$ cat src/cmp_defines.svh
// Purpose: constants for the comparator mode and input-select register bank
// Assumes: 8-bit special-function-register bus, synchronous active-high reset
// Notes:   offsets are the bus addresses of the two registers
//
// How it works
// mode bit 7 reads 1, software writes 1
// mode bit 6 reads 0, writes ignored
// mode bits 3:2 read 00, writes dropped
// bit 5 enables rising-edge interrupt request
// bit 4 enables falling-edge interrupt request
// bits 1:0 drive comparator response-time mode
// negative select routes pin, touch, half, regulator, ground
// positive select routes pin, touch, half, supply
// half-supply divider on only while selected
// comparator output feeds timer two/three capture
// software sets comparator pins analog, skipped
// software clears mode bits, sets latch, skip
// edge flags set always, cleared by software
// output synchronised, used for edges and state
// request is flag-and-enable, either edge ORed
`ifndef CMP_DEFINES_SVH
`define CMP_DEFINES_SVH

// ---------------------------------------------------------------
// register offsets
// ---------------------------------------------------------------
`define CMP_MODE_ADDR    8'h9d
`define CMP_MUX_ADDR     8'h9f

// ---------------------------------------------------------------
// mode register fields and reset
// ---------------------------------------------------------------
`define CMP_MODE_RSVD_BIT 7
`define CMP_MODE_UNUSED_BIT 6
`define CMP_MODE_RIE_BIT  5
`define CMP_MODE_FIE_BIT  4
`define CMP_MODE_MD_HI    1
`define CMP_MODE_MD_LO    0
`define CMP_MODE_RSVD_VAL 1'b1
`define CMP_MODE_ZERO_VAL 1'b0
`define CMP_MODE_GAP_VAL  2'h0
`define CMP_MODE_RIE_RST  1'b0
`define CMP_MODE_FIE_RST  1'b0
`define CMP_MODE_MD_RST   2'h2

// ---------------------------------------------------------------
// input-select register fields and reset
// ---------------------------------------------------------------
`define CMP_MUX_NEG_HI   7
`define CMP_MUX_NEG_LO   4
`define CMP_MUX_POS_HI   3
`define CMP_MUX_POS_LO   0
`define CMP_MUX_NEG_RST  4'h4
`define CMP_MUX_POS_RST  4'h4

// ---------------------------------------------------------------
// bus answers
// ---------------------------------------------------------------
`define CMP_UNMAPPED_RD  8'h00

`endif

$ cat src/cmp_pkg.sv
// Purpose: types for the comparator mode and input-select register bank
// Assumes: codes match the input-select register encoding
// Notes:   reserved codes are not members; decoders treat them as off
`default_nettype none

package cmp_pkg;

  typedef enum logic [3:0] {
    CMP_NEG_PIN   = 4'h4,
    CMP_NEG_TOUCH = 4'hc,
    CMP_NEG_HALF  = 4'hd,
    CMP_NEG_DREG  = 4'he,
    CMP_NEG_GND   = 4'hf
  } cmp_neg_sel_type;

  typedef enum logic [3:0] {
    CMP_POS_PIN   = 4'h4,
    CMP_POS_TOUCH = 4'hc,
    CMP_POS_HALF  = 4'hd,
    CMP_POS_VDD_A = 4'he,
    CMP_POS_VDD_B = 4'hf
  } cmp_pos_sel_type;

  typedef enum logic [1:0] {
    CMP_RESP_FAST = 2'h0,
    CMP_RESP_MID1 = 2'h1,
    CMP_RESP_MID2 = 2'h2,
    CMP_RESP_SLOW = 2'h3
  } cmp_resp_type;

endpackage

`default_nettype wire

$ cat src/cmp_edge.sv
// Purpose: synchronise comparator output, detect edges, hold sticky flags
// Assumes: raw_in is asynchronous to clk
// Notes:   a clear in the same cycle as a new edge leaves the flag set
`timescale 1ns/1ps
`default_nettype none

module cmp_edge
  import cmp_pkg::*;
(
  input  wire logic clk,       // system clock
  input  wire logic rst,       // synchronous reset
  input  wire logic raw_in,    // raw comparator output
  input  wire logic rise_clr,  // clear rising flag
  input  wire logic fall_clr,  // clear falling flag
  output var  logic out_state, // latched output
  output var  logic rise_flag, // sticky rising flag
  output var  logic fall_flag  // sticky falling flag
);

  logic sync1_r;
  logic sync2_r;
  logic prev_r;
  logic rise_r;
  logic fall_r;
  logic rise_nxt;
  logic fall_nxt;

  // ---------------------------------------------------------------
  // next flag values
  // ---------------------------------------------------------------
  always_comb begin
    // set wins over clear so no edge is lost
    rise_nxt = (rise_r & ~rise_clr) | (sync2_r & ~prev_r);
    fall_nxt = (fall_r & ~fall_clr) | (~sync2_r & prev_r);
  end

  // ---------------------------------------------------------------
  // registers
  // ---------------------------------------------------------------
  always_ff @(posedge clk) begin
    if (rst) begin
      sync1_r <= 1'b0;
      sync2_r <= 1'b0;
      prev_r  <= 1'b0;
      rise_r  <= 1'b0;
      fall_r  <= 1'b0;
    end else begin
      sync1_r <= raw_in;
      sync2_r <= sync1_r;
      prev_r  <= sync2_r;
      rise_r  <= rise_nxt;
      fall_r  <= fall_nxt;
    end
  end

  assign out_state = prev_r;
  assign rise_flag = rise_r;
  assign fall_flag = fall_r;

endmodule

`default_nettype wire

$ cat src/cmp_ctrl.sv
// Purpose: comparator mode and input-select registers with edge logic
// Assumes: one system clock; bus strobes are single-cycle and synchronous
// Notes:   read data is registered and valid the cycle after the strobe
`timescale 1ns/1ps
`default_nettype none

`include "cmp_defines.svh"

module cmp_ctrl
  import cmp_pkg::*;
(
  input  wire logic       clk,          // system clock, 125 MHz
  input  wire logic       rst,          // synchronous reset
  input  wire logic [7:0] sfr_addr,     // register address
  input  wire logic       sfr_wr,       // write strobe
  input  wire logic       sfr_rd,       // read strobe
  input  wire logic [7:0] sfr_wdata,    // write data
  output var  logic [7:0] sfr_rdata,    // read data
  input  wire logic       cmp_raw,      // raw comparator output
  input  wire logic       rise_clr,     // software clear of rising flag
  input  wire logic       fall_clr,     // software clear of falling flag
  output var  logic       cmp_out,      // latched comparator output
  output var  logic       rise_edge_flag, // rising-edge flag
  output var  logic       fall_edge_flag, // falling-edge flag
  output var  logic       cmp_irq,      // interrupt request
  output var  logic [1:0] response_mode,  // response-time setting
  output var  logic       neg_pin,      // negative input on pin two
  output var  logic       neg_touch,    // negative input on touch ref
  output var  logic       neg_half,     // negative input on half supply
  output var  logic       neg_dreg,     // negative input on regulator
  output var  logic       neg_gnd,      // negative input on ground
  output var  logic       pos_pin,      // positive input on pin one
  output var  logic       pos_touch,    // positive input on touch ref
  output var  logic       pos_half,     // positive input on half supply
  output var  logic       pos_vdd,      // positive input on supply
  output var  logic       half_div_en,  // half-supply divider enable
  output var  logic       t2_capture,   // capture input to timer two
  output var  logic       t3_capture    // capture input to timer three
);

  // ---------------------------------------------------------------
  // register state
  // ---------------------------------------------------------------
  logic       rise_ie_r;
  logic       rise_ie_nxt;
  logic       fall_ie_r;
  logic       fall_ie_nxt;
  logic [1:0] mode_r;
  logic [1:0] mode_nxt;
  logic [3:0] neg_sel_r;
  logic [3:0] neg_sel_nxt;
  logic [3:0] pos_sel_r;
  logic [3:0] pos_sel_nxt;
  logic [7:0] rdata_r;
  logic [7:0] rdata_nxt;
  logic [7:0] mode_view;
  logic [7:0] mux_view;

  // ---------------------------------------------------------------
  // derived output state
  // ---------------------------------------------------------------
  logic       irq_r;
  logic       irq_nxt;
  logic [1:0] resp_r;
  logic [1:0] resp_nxt;
  logic [4:0] neg_route_r;
  logic [4:0] neg_route_nxt;
  logic [3:0] pos_route_r;
  logic [3:0] pos_route_nxt;
  logic       half_r;
  logic       half_nxt;
  logic       t2_r;
  logic       t2_nxt;
  logic       t3_r;
  logic       t3_nxt;

  // ---------------------------------------------------------------
  // edge path
  // ---------------------------------------------------------------
  logic       out_state;
  logic       rise_flag;
  logic       fall_flag;

  cmp_edge u_edge (
    .clk       (clk),
    .rst       (rst),
    .raw_in    (cmp_raw),
    .rise_clr  (rise_clr),
    .fall_clr  (fall_clr),
    .out_state (out_state),
    .rise_flag (rise_flag),
    .fall_flag (fall_flag)
  );

  // ---------------------------------------------------------------
  // register read views
  // ---------------------------------------------------------------
  always_comb begin
    mode_view                        = 8'h00;
    mode_view[`CMP_MODE_RSVD_BIT]    = `CMP_MODE_RSVD_VAL;
    mode_view[`CMP_MODE_UNUSED_BIT]  = `CMP_MODE_ZERO_VAL;
    mode_view[`CMP_MODE_RIE_BIT]     = rise_ie_r;
    mode_view[`CMP_MODE_FIE_BIT]     = fall_ie_r;
    mode_view[3:2]                   = `CMP_MODE_GAP_VAL;
    mode_view[`CMP_MODE_MD_HI:`CMP_MODE_MD_LO] = mode_r;
    mux_view = {neg_sel_r, pos_sel_r};
  end

  // ---------------------------------------------------------------
  // register writes
  // ---------------------------------------------------------------
  // bit 7 holds no storage: it always reads back 1, so a careless
  // write of 0 cannot disturb the block
  always_comb begin
    rise_ie_nxt = rise_ie_r;
    fall_ie_nxt = fall_ie_r;
    mode_nxt    = mode_r;
    neg_sel_nxt = neg_sel_r;
    pos_sel_nxt = pos_sel_r;
    if (sfr_wr) begin
      if (sfr_addr == `CMP_MODE_ADDR) begin
        // bits 7, 6, 3 and 2 are dropped here
        rise_ie_nxt = sfr_wdata[`CMP_MODE_RIE_BIT];
        fall_ie_nxt = sfr_wdata[`CMP_MODE_FIE_BIT];
        mode_nxt    = sfr_wdata[`CMP_MODE_MD_HI:`CMP_MODE_MD_LO];
      end
      if (sfr_addr == `CMP_MUX_ADDR) begin
        neg_sel_nxt = sfr_wdata[`CMP_MUX_NEG_HI:`CMP_MUX_NEG_LO];
        pos_sel_nxt = sfr_wdata[`CMP_MUX_POS_HI:`CMP_MUX_POS_LO];
      end
    end
  end

  // ---------------------------------------------------------------
  // register reads
  // ---------------------------------------------------------------
  always_comb begin
    rdata_nxt = rdata_r;
    if (sfr_rd) begin
      unique case (sfr_addr)
        `CMP_MODE_ADDR: begin
          rdata_nxt = mode_view;
        end
        `CMP_MUX_ADDR: begin
          rdata_nxt = mux_view;
        end
        default: begin
          rdata_nxt = `CMP_UNMAPPED_RD;
        end
      endcase
    end
  end

  always_ff @(posedge clk) begin
    if (rst) begin
      rise_ie_r <= `CMP_MODE_RIE_RST;
      fall_ie_r <= `CMP_MODE_FIE_RST;
      mode_r    <= `CMP_MODE_MD_RST;
      neg_sel_r <= `CMP_MUX_NEG_RST;
      pos_sel_r <= `CMP_MUX_POS_RST;
    end else begin
      rise_ie_r <= rise_ie_nxt;
      fall_ie_r <= fall_ie_nxt;
      mode_r    <= mode_nxt;
      neg_sel_r <= neg_sel_nxt;
      pos_sel_r <= pos_sel_nxt;
    end
  end

  // read data is held between strobes, so a slow reader sees a
  // stable byte until it asks again
  always_ff @(posedge clk) begin
    if (rst) begin
      rdata_r <= 8'h00;
    end else begin
      rdata_r <= rdata_nxt;
    end
  end

  // ---------------------------------------------------------------
  // negative input routing
  // ---------------------------------------------------------------
  // reserved codes leave every switch open, so no path is shorted
  always_comb begin
    neg_route_nxt = 5'h00;
    unique case (neg_sel_r)
      CMP_NEG_PIN: begin
        neg_route_nxt[0] = 1'b1;
      end
      CMP_NEG_TOUCH: begin
        neg_route_nxt[1] = 1'b1;
      end
      CMP_NEG_HALF: begin
        neg_route_nxt[2] = 1'b1;
      end
      CMP_NEG_DREG: begin
        neg_route_nxt[3] = 1'b1;
      end
      CMP_NEG_GND: begin
        neg_route_nxt[4] = 1'b1;
      end
      default: begin
        neg_route_nxt = 5'h00;
      end
    endcase
  end

  // one flop per switch, so a decode glitch never closes two
  // switches at once
  always_ff @(posedge clk) begin
    if (rst) begin
      neg_route_r <= 5'h00;
    end else begin
      neg_route_r <= neg_route_nxt;
    end
  end

  // ---------------------------------------------------------------
  // positive input routing
  // ---------------------------------------------------------------
  always_comb begin
    pos_route_nxt = 4'h0;
    unique case (pos_sel_r)
      CMP_POS_PIN: begin
        pos_route_nxt[0] = 1'b1;
      end
      CMP_POS_TOUCH: begin
        pos_route_nxt[1] = 1'b1;
      end
      CMP_POS_HALF: begin
        pos_route_nxt[2] = 1'b1;
      end
      CMP_POS_VDD_A, CMP_POS_VDD_B: begin
        pos_route_nxt[3] = 1'b1;
      end
      default: begin
        pos_route_nxt = 4'h0;
      end
    endcase
  end

  // registered like the negative side, so both inputs switch on
  // the same edge
  always_ff @(posedge clk) begin
    if (rst) begin
      pos_route_r <= 4'h0;
    end else begin
      pos_route_r <= pos_route_nxt;
    end
  end

  // ---------------------------------------------------------------
  // divider, mode, capture and request
  // ---------------------------------------------------------------
  // divider draws current, so it runs only while some side uses it
  always_comb begin
    half_nxt = neg_route_nxt[2] | pos_route_nxt[2];
    resp_nxt = mode_r;
    t2_nxt   = out_state;
    t3_nxt   = out_state;
    irq_nxt  = (rise_flag & rise_ie_r) | (fall_flag & fall_ie_r);
  end

  always_ff @(posedge clk) begin
    if (rst) begin
      half_r      <= 1'b0;
      resp_r      <= `CMP_MODE_MD_RST;
      t2_r        <= 1'b0;
      t3_r        <= 1'b0;
      irq_r       <= 1'b0;
    end else begin
      half_r      <= half_nxt;
      resp_r      <= resp_nxt;
      t2_r        <= t2_nxt;
      t3_r        <= t3_nxt;
      irq_r       <= irq_nxt;
    end
  end

  // ---------------------------------------------------------------
  // outputs
  // ---------------------------------------------------------------
  assign sfr_rdata      = rdata_r;
  assign cmp_out        = out_state;
  assign rise_edge_flag = rise_flag;
  assign fall_edge_flag = fall_flag;
  assign cmp_irq        = irq_r;
  assign response_mode  = resp_r;
  assign neg_pin        = neg_route_r[0];
  assign neg_touch      = neg_route_r[1];
  assign neg_half       = neg_route_r[2];
  assign neg_dreg       = neg_route_r[3];
  assign neg_gnd        = neg_route_r[4];
  assign pos_pin        = pos_route_r[0];
  assign pos_touch      = pos_route_r[1];
  assign pos_half       = pos_route_r[2];
  assign pos_vdd        = pos_route_r[3];
  assign half_div_en    = half_r;
  assign t2_capture     = t2_r;
  assign t3_capture     = t3_r;

endmodule

`default_nettype wire

$ cat config.mk
export PLATFORM = sky130hd
export DESIGN_NAME = cmp_ctrl
export DESIGN_NICKNAME = d
export VERILOG_FILES = /design/src/cmp_pkg.sv /design/src/cmp_edge.sv /design/src/cmp_ctrl.sv
export VERILOG_INCLUDE_DIRS = /design/src /design/src/src
export SDC_FILE = /design/constraint.sdc
export NUM_CORES = 1
export LEC_CHECK = 0
export ABC_AREA = 1
export BUFFER_PORTS_ARGS = -buffer_cell sky130_fd_sc_hd__buf_2
export CORE_MARGIN = 5
export CORE_UTILIZATION = 53
export CTS_CLUSTER_DIAMETER = 150
export DETAILED_ROUTE_END_ITERATION = 7
export GPL_TIMING_DRIVEN = 1
export PLACE_DENSITY = 0.84
export RECOVER_POWER = 100
export REMOVE_ABC_BUFFERS = 1
export SLEW_MARGIN = 20
export SYNTH_ARGS = -nofsm -noshare
export SYNTH_HDL_FRONTEND = slang
export SYNTH_HIERARCHICAL = 1
export SYNTH_SLANG_ARGS = --single-unit
$ cat constraint.sdc
create_clock -name clk -period 2.53 [get_ports clk]
set_input_delay 0.3795 -clock clk [delete_from_list [all_inputs] [get_ports clk]]
set_output_delay 0.3795 -clock clk [all_outputs]
set_load 0.01 [all_outputs]
# Word level (Yosys, flattened, before mapping)
# Cells that the tools add are included.
# totals
register_bits	39
inputBits	23
# op_classes
eq_ne	12
muxes	10
n_bitwise	14
n_reduce_logical	3
# ops
op	n
4-bit == test (second input constant)	8
8-bit == test (second input constant)	2
8-bit one-hot mux with 2 select lines	1
1-bit 2-to-1 mux	9
4-bit by 3-bit == test with 1-bit output (second input constant)	2
1-bit AND	6
1-bit NOT	4
1-bit bitwise OR	4
2-bit AND reduction	2
2-bit OR reduction	1

# Depth between registers and ports, before layout
# Gate-level depths: netlist of the first run.
# depth
ltp_word	3
ltp_mapped	8
mapped_depth_nobuf	7

# Modules after synthesis
# Netlist of the first run, hierarchy kept.
# modules_own_cells
mod	n_inst	cells_each	area_per_inst_um2
cmp_ctrl	1	174	1327.5
cmp_edge	1	19	166.4

# Worst setup path after synthesis of the first run
# Ideal clock, no wire load.
# synth_timing
path_type	input port to flip-flop
from	in sfr_addr[3]
to	reg neg_sel_r[0]
setup_time_ns	0.113
arrival_ns	1.040
required_time_ns	2.417
slack_ns	1.377
cell_stages	6
cell_sequence	nand2_2 nor2_4 nand3_4 buf_6 nor2_1 nor2_1
# synth_between
elab_chain_len	2
# synth_lines
item	line	source
start: declaration	cmp_ctrl.sv:14	input wire logic [7:0] sfr_addr,
8-bit == test	n/a	
2-bit AND reduction (no source line)	n/a	
end signal: assignment	cmp_ctrl.sv:159	neg_sel_r <= `CMP_MUX_NEG_RST;
end signal: assignment	cmp_ctrl.sv:165	neg_sel_r <= neg_sel_nxt;
end: declaration	cmp_ctrl.sv:50	logic [3:0] neg_sel_r;
# Every way passes these cells.
# A chain may end at the register's enable or synchronous reset.

# Final worst setup path of the first run
# layout_timing
from	in sfr_addr[6]
to	reg neg_sel_r[1]
# Same word-level chain as after synthesis.

==> metrics.txt, run 1 <==
outcome=completed; commonest non-fill, non-tap cells in the layout=39 x dfxtp_1, 38 x nand2_1, 36 x nor2_1; Clock Skew=around 0.0071 ns; die area=~4000 µm²; RSZ-0062 raised after global routing=no; crit path capture type=flip-flop; predominant post-synthesis flop cell=dfxtp_1; post-CTS resize count=0; max_slew headroom=0.641; WS Path Type=primary input to flip-flop; Worst-Skew Late Latency=0.33 ns; switching pwr=about 230 µW; via count of the routed design=~1400; Post-synth ARST share=0; clock share of power=0.292; clock sink count=39; Detail Route Antenna Nets=0; most common cell after layout, fill and taps aside=dfxtp_1; die height=approximately 63 µm; largest net degree at the start of global routing=21; cell total after placement=266; Worst Path Max Fanout=16; cts hold-fix bufs=0; wirelength, routed=a little over 3000 µm; internal power=around 760 µW; clk slew on worst S/H paths=about 0.10 ns; VDD IR max=between 0.5 and 0.6 mV; vias in the first global route=~1300; Diodes inserted=0; syn avg cell area=between 7 and 8 µm²; Final Cycle Share=0.573; Synth Register Bits=39; synth top area cells=dfxtp_1 52%, nand2_1 9.5%, nor2_1 9.0%; H-tree levels=2; Rows=19; final core utilization=0.633; core area=approximately 2700 µm²; Port Buffer Count=48; total number of yosys warnings=6; total I/O pin count=49; synthesized area=roughly 1500 µm²; GRT Overall Usage=0.160; crit path time final=1.45 ns; cells after synthesis=a little under 200; Max Slew Vio Count=0; Max Clk Rate=just under 700 MHz; DRC Markers=0; Leak Pwr=roughly 0.83 nW; Final Hold Viols=0; worst hold path class=primary input to flip-flop; CTS tree=yes; clock buffer count from CTS=5; DR top layer=met4; Initial Util=0.546; # Post-CTS Setup Buffers=0; crit path launch type=primary input; Met1 Wirelength=1330 µm; DRT Pass-1 Iters=4; sequential power share=0.635; Pwr Density=~570 nW/µm²; Root Buffer=clkbuf_4; DP Worst Slack=roughly 0.86 ns; vias per cell=5.01; met2 wire length=approximately 1500 µm; post-route insts no fill=~270; worst hold margin=0.234 ns; DR WL/cell=between 10 and 15 µm; WP data arrival=~1.7 ns; GR Overflow Total=0; post-synth top area cell=dfxtp_1; met3 wire len=~240 µm; DP HPWL=2290 µm; combinational group share of total power=0.073; DRT iter0 DRCs=58; first-pass GRT wire length=roughly 5300 µm; Synth cell types=23; die extent in x=around 63 µm; CTS max path bufs=2; initial antenna violation count=0; nets=265; Layout area overhead=15.9%; Seq/Total Area, Yosys=0.523; Post-synth EDFFs=0; setup TNS=0 ns; worst setup margin=1.08 ns; routability cong.=a little under 0.8; share of post-route cells with drive strength above 1=0.144; Least-Margin Pin Slew=between 0.5 and 0.6 ns; sw frac=0.234; number of max-cap violations=0; top cell type's share of synthesized area=0.523; Critical Path RT=between 2 and 3 ns; # setup viols final=0
-- final cells by class --
cell class / instances / area (µm²)
clock buffer: 7 / 45.0
clock inverter: 1 / 5.00
fill: 264 / 1000
inverter: 24 / 90.1
multi-input combinational: 124 / 564
sequential: 39 / 781
tap: 31 / 38.8
timing repair buffer: 48 / 208
-- power by group through the flow --
stage	clock network, mW	registers, mW	logic, mW
3_3_place_gp	0	0.645	0.0752
2_1_floorplan	0	0.650	0.0299
5_1_grt	0.328	0.634	0.0818
4_1_cts	0.301	0.631	0.0772
6_report	0.290	0.632	0.0724
3_5_place_dp	0	0.645	0.0768
-- layer usage --
| layer | vias up | global-route usage |
|---|---|---|
| li1 | 706 | - |
| met1 | 608 | 0.190 |
| met2 | 49 | 0.268 |
| met3 | 9 | 0.0426 |
| met4 | 0 | 0.0743 |
| met5 | - | 0 |
-- sequential cells by signal, summed over array words and instances, names as in the netlist --
| signal | cells |
|---|---|
| pos_route_r | 4 |
| neg_route_r | 5 |
| rise_ie_r | 1 |
| t3_capture | 1 |
| neg_sel_r | 4 |
| u_edge/fall_flag | 1 |
| mode_r | 2 |
| u_edge/sync2_r | 1 |
| sfr_rdata | 8 |
| u_edge/out_state | 1 |
| u_edge/rise_flag | 1 |
| half_div_en | 1 |
| response_mode | 2 |
| pos_sel_r | 4 |
| cmp_irq | 1 |
| fall_ie_r | 1 |
| u_edge/sync1_r | 1 |
-- cells in the mapped netlist (2+ instances only) --
| master | instances |
|---|---|
| dfxtp_1 | 39 |
| nand2_1 | 38 |
| nor2_1 | 36 |
| inv_1 | 22 |
| nand3_1 | 22 |
| a21oi_1 | 7 |
| nand4_1 | 4 |
| o21ai_0 | 4 |
| nor2_4 | 3 |
| nor3_1 | 3 |
| buf_6 | 2 |
| clkbuf_1 | 2 |
-- through the flow --
stage	total power, mW	cell area, µm²
after floorplan	0.679	1450
after global placement	0.720	1730
after detailed placement	0.722	1730
after CTS	1.01	1780
after global routing	1.04	1730
final	0.994	1730
-- logic make-up after synthesis --
family / share of synthesized area
and+or+nand+nor: 0.341
DFF: 0.523
buffers and inverters: 0.0888
AOI/OAI and AO/OA: 0.0477
-- critical path, cell delays in order --
cell,delay [ns]
buf_2,0.09
inv_1,0.04
nand2_1,0.07
nor2_4,0.29
nand3_1,0.48
nor2_1,0.25
nor2_1,0.07
-- final timing paths --
kind / endpoint / cells after the start / start / slack (ns)
hold reg to reg: u_edge/sync2_r$_SDFF_PP0_ / 2 / u_edge/sync1_r$_SDFF_PP0_ / 0.42
setup / recovery: neg_sel_r[1]$_SDFFE_PP0P_ / 7 / sfr_addr[6] / 1.08
hold / removal: u_edge/rise_flag$_SDFF_PP0_ / 2 / rise_clr / 0.23
setup reg to reg: neg_route_r[3]$_SDFF_PP0_ / 2 / neg_sel_r[2]$_SDFFE_PP1P_ / 1.69
Power figures use the tool's default switching activity.
==> inputs of run 2 (changes only) <==
- CORE_UTILIZATION: 53 -> 44
- PLACE_DENSITY: 0.84 -> 0.75
- clock period: 2.53 -> 1.2 ns (I/O delays scaled with it)
==> run 2 against run 1 <==
Net effect: sequential cell count is the same; via count shrank 1.8%; first-iteration DRC count grew 64%; sequential power grew 110%; die area grew 17%; clock power grew 110%; utilization shrank 8.6 points; largest cell class unchanged; clock skew grew 0.00080 ns; register-to-register slack lost 1.3 ns.
==> metrics.txt, run 2 (synthesis gave the netlist of run 1 again) <==
delay-heaviest family, CP=flip-flops; Critical Path RT=1.02 ns; Leak Pwr=around 0.86 nW; setup TNS=0 ns; WS Path Type=flip-flop to primary output; Clock Skew=between 0.007 and 0.008 ns; post-CTS resize count=0; Diodes inserted=0; M3 GR Usage=0.0312; Least-Margin Pin Slew=between 0.5 and 0.6 ns; Layout area overhead=21.3%; commonest non-fill, non-tap cells in the layout=39 x dfxtp_1, 38 x nand2_1, 36 x nor2_1; die extent in x=68.3 µm; Max Clk Rate=around 930 MHz; CP max-delay cell=dfxtp_1; initial antenna violation count=0; clock buffer count from CTS=5; Initial Util=0.451; nets=between 200 and 300; Max Slew Vio Count=0; clk slew on worst S/H paths=~0.10 ns; Final Hold Viols=0; DRT iter0 DRCs=between 90 and 100; final core utilization=0.547; met1 Resource Use GR=0.182; Buf/Inv on CP=1; wirelength, routed=around 3100 µm; RSZ-0062 raised after global routing=no; Tot Pwr=~2.1 mW; GRT Overall Usage=0.149; worst hold path class=primary input to flip-flop; Worst Path Max Fanout=4; Port Buffer Count=48; crit path launch type=flip-flop; met2 Usage GRT=0.248; DRC Markers=0; vias per cell=roughly 4.5; GR Overflow Total=0; max reg flops=8; core area=3310 µm²; DR WL/cell=approximately 11 µm; die height=slightly below 70 µm; CTS max path bufs=2; Area after DPL=between 1500 and 2000 µm²; most used routing layer=met2; DRT Pass-1 Iters=4; Root Buffer=clkbuf_4; share of post-route cells with drive strength above 1=0.159; VDD IR max=roughly 0.75 mV; vias in the first global route=roughly 1200; CP max stage delay=a little under 0.4 ns; max_slew headroom=0.646; DP Worst Slack=slightly above 0.09 ns; Design Area, Final=approximately 1800 µm²; outcome=completed; total I/O pin count=around 50; Detail Route Antenna Nets=0; routability cong.=approximately 0.85; H-tree levels=2; via count of the routed design=around 1300; Rows=21; crit path time final=approximately 1.1 ns; Pwr Density=between 1000 and 1500 nW/µm²; worst setup margin=~0.13 ns; die area=between 4000 and 5000 µm²; clock sink count=39; first-pass GRT wire length=about 5200 µm; Final Cycle Share=0.896; Critical Path, Cell by Cell=clkbuf_1; largest net degree at the start of global routing=19; # Post-CTS Setup Buffers=0; DP HPWL=about 2300 µm; Worst-Skew Late Latency=about 0.34 ns; crit path capture type=primary output; # setup viols final=0; number of max-cap violations=0; CTS tree=yes; most common cell after layout, fill and taps aside=dfxtp_1; WP data arrival=0.89 ns
-- run 2: cell count changes in the layout (fill, tap and decap cells not counted) --
cell / change
clkinv_1: +1
buf_4: +6
buf_2: -1
clkbuf_1: +2
inv_2: -1
dlygate4sd3_1: +1
o21ai_2: +1
o21ai_0: -1
-- run 2: worst paths after layout --
path / from / end / slack, ns / depth (start not counted)
max: u_edge/out_state$_SDFF_PP0_ / cmp_out / 0.13 / 1
min: cmp_raw / u_edge/sync1_r$_SDFF_PP0_ / 0.03 / 3
max reg2reg: pos_sel_r[1]$_SDFFE_PP0P_ / half_div_en$_SDFF_PP0_ / 0.39 / 3
min reg2reg: u_edge/sync1_r$_SDFF_PP0_ / u_edge/sync2_r$_SDFF_PP0_ / 0.41 / 2
-- run 2: timing repair --
| action | 4_1_cts | 5_1_grt |
|---|---|---|
| setup endpoints to repair | 0 | 0 |
| hold endpoints to repair | 1 | 0 |
| hold buffers | 1 | 0 |
-- run 2: metrics by stage --
step | hold slack (ns) | instances
3_3_place_gp | 0.372 | 288
5_1_grt | 0.0317 | 297
4_1_cts | 0.0145 | 297
2_1_floorplan | 0.249 | 187
3_5_place_dp | 0.371 | 288
6_report | 0.0300 | 297
-- run 2: tightest hold or removal path, stage by stage --
cell	delay, ns
buf_2	0.09
inv_1	0.04
nor2_1	0.03
-- run 2: final cells by class --
type	count	area (µm²)
sequential	39	781
multi-input combinational	124	568
timing repair buffer	56	265
inverter	24	90.1
tap	46	57.6
fill	373	1500
clock inverter	1	5.00
clock buffer	7	45.0
-- run 2: power breakdown --
part / switching [mW] / internal (mW) / leakage, nW
logic: 0.0987 / 0.0692 / 0.513
registers: 0.0116 / 1.32 / 0.317
clock network: 0.392 / 0.228 / 0.0293
-- run 2: layer usage --
metal,wire [µm],up-vias
li1,-,717
met1,1440,587
met2,1440,38
met3,216,5
met4,53,0
met5,0,-
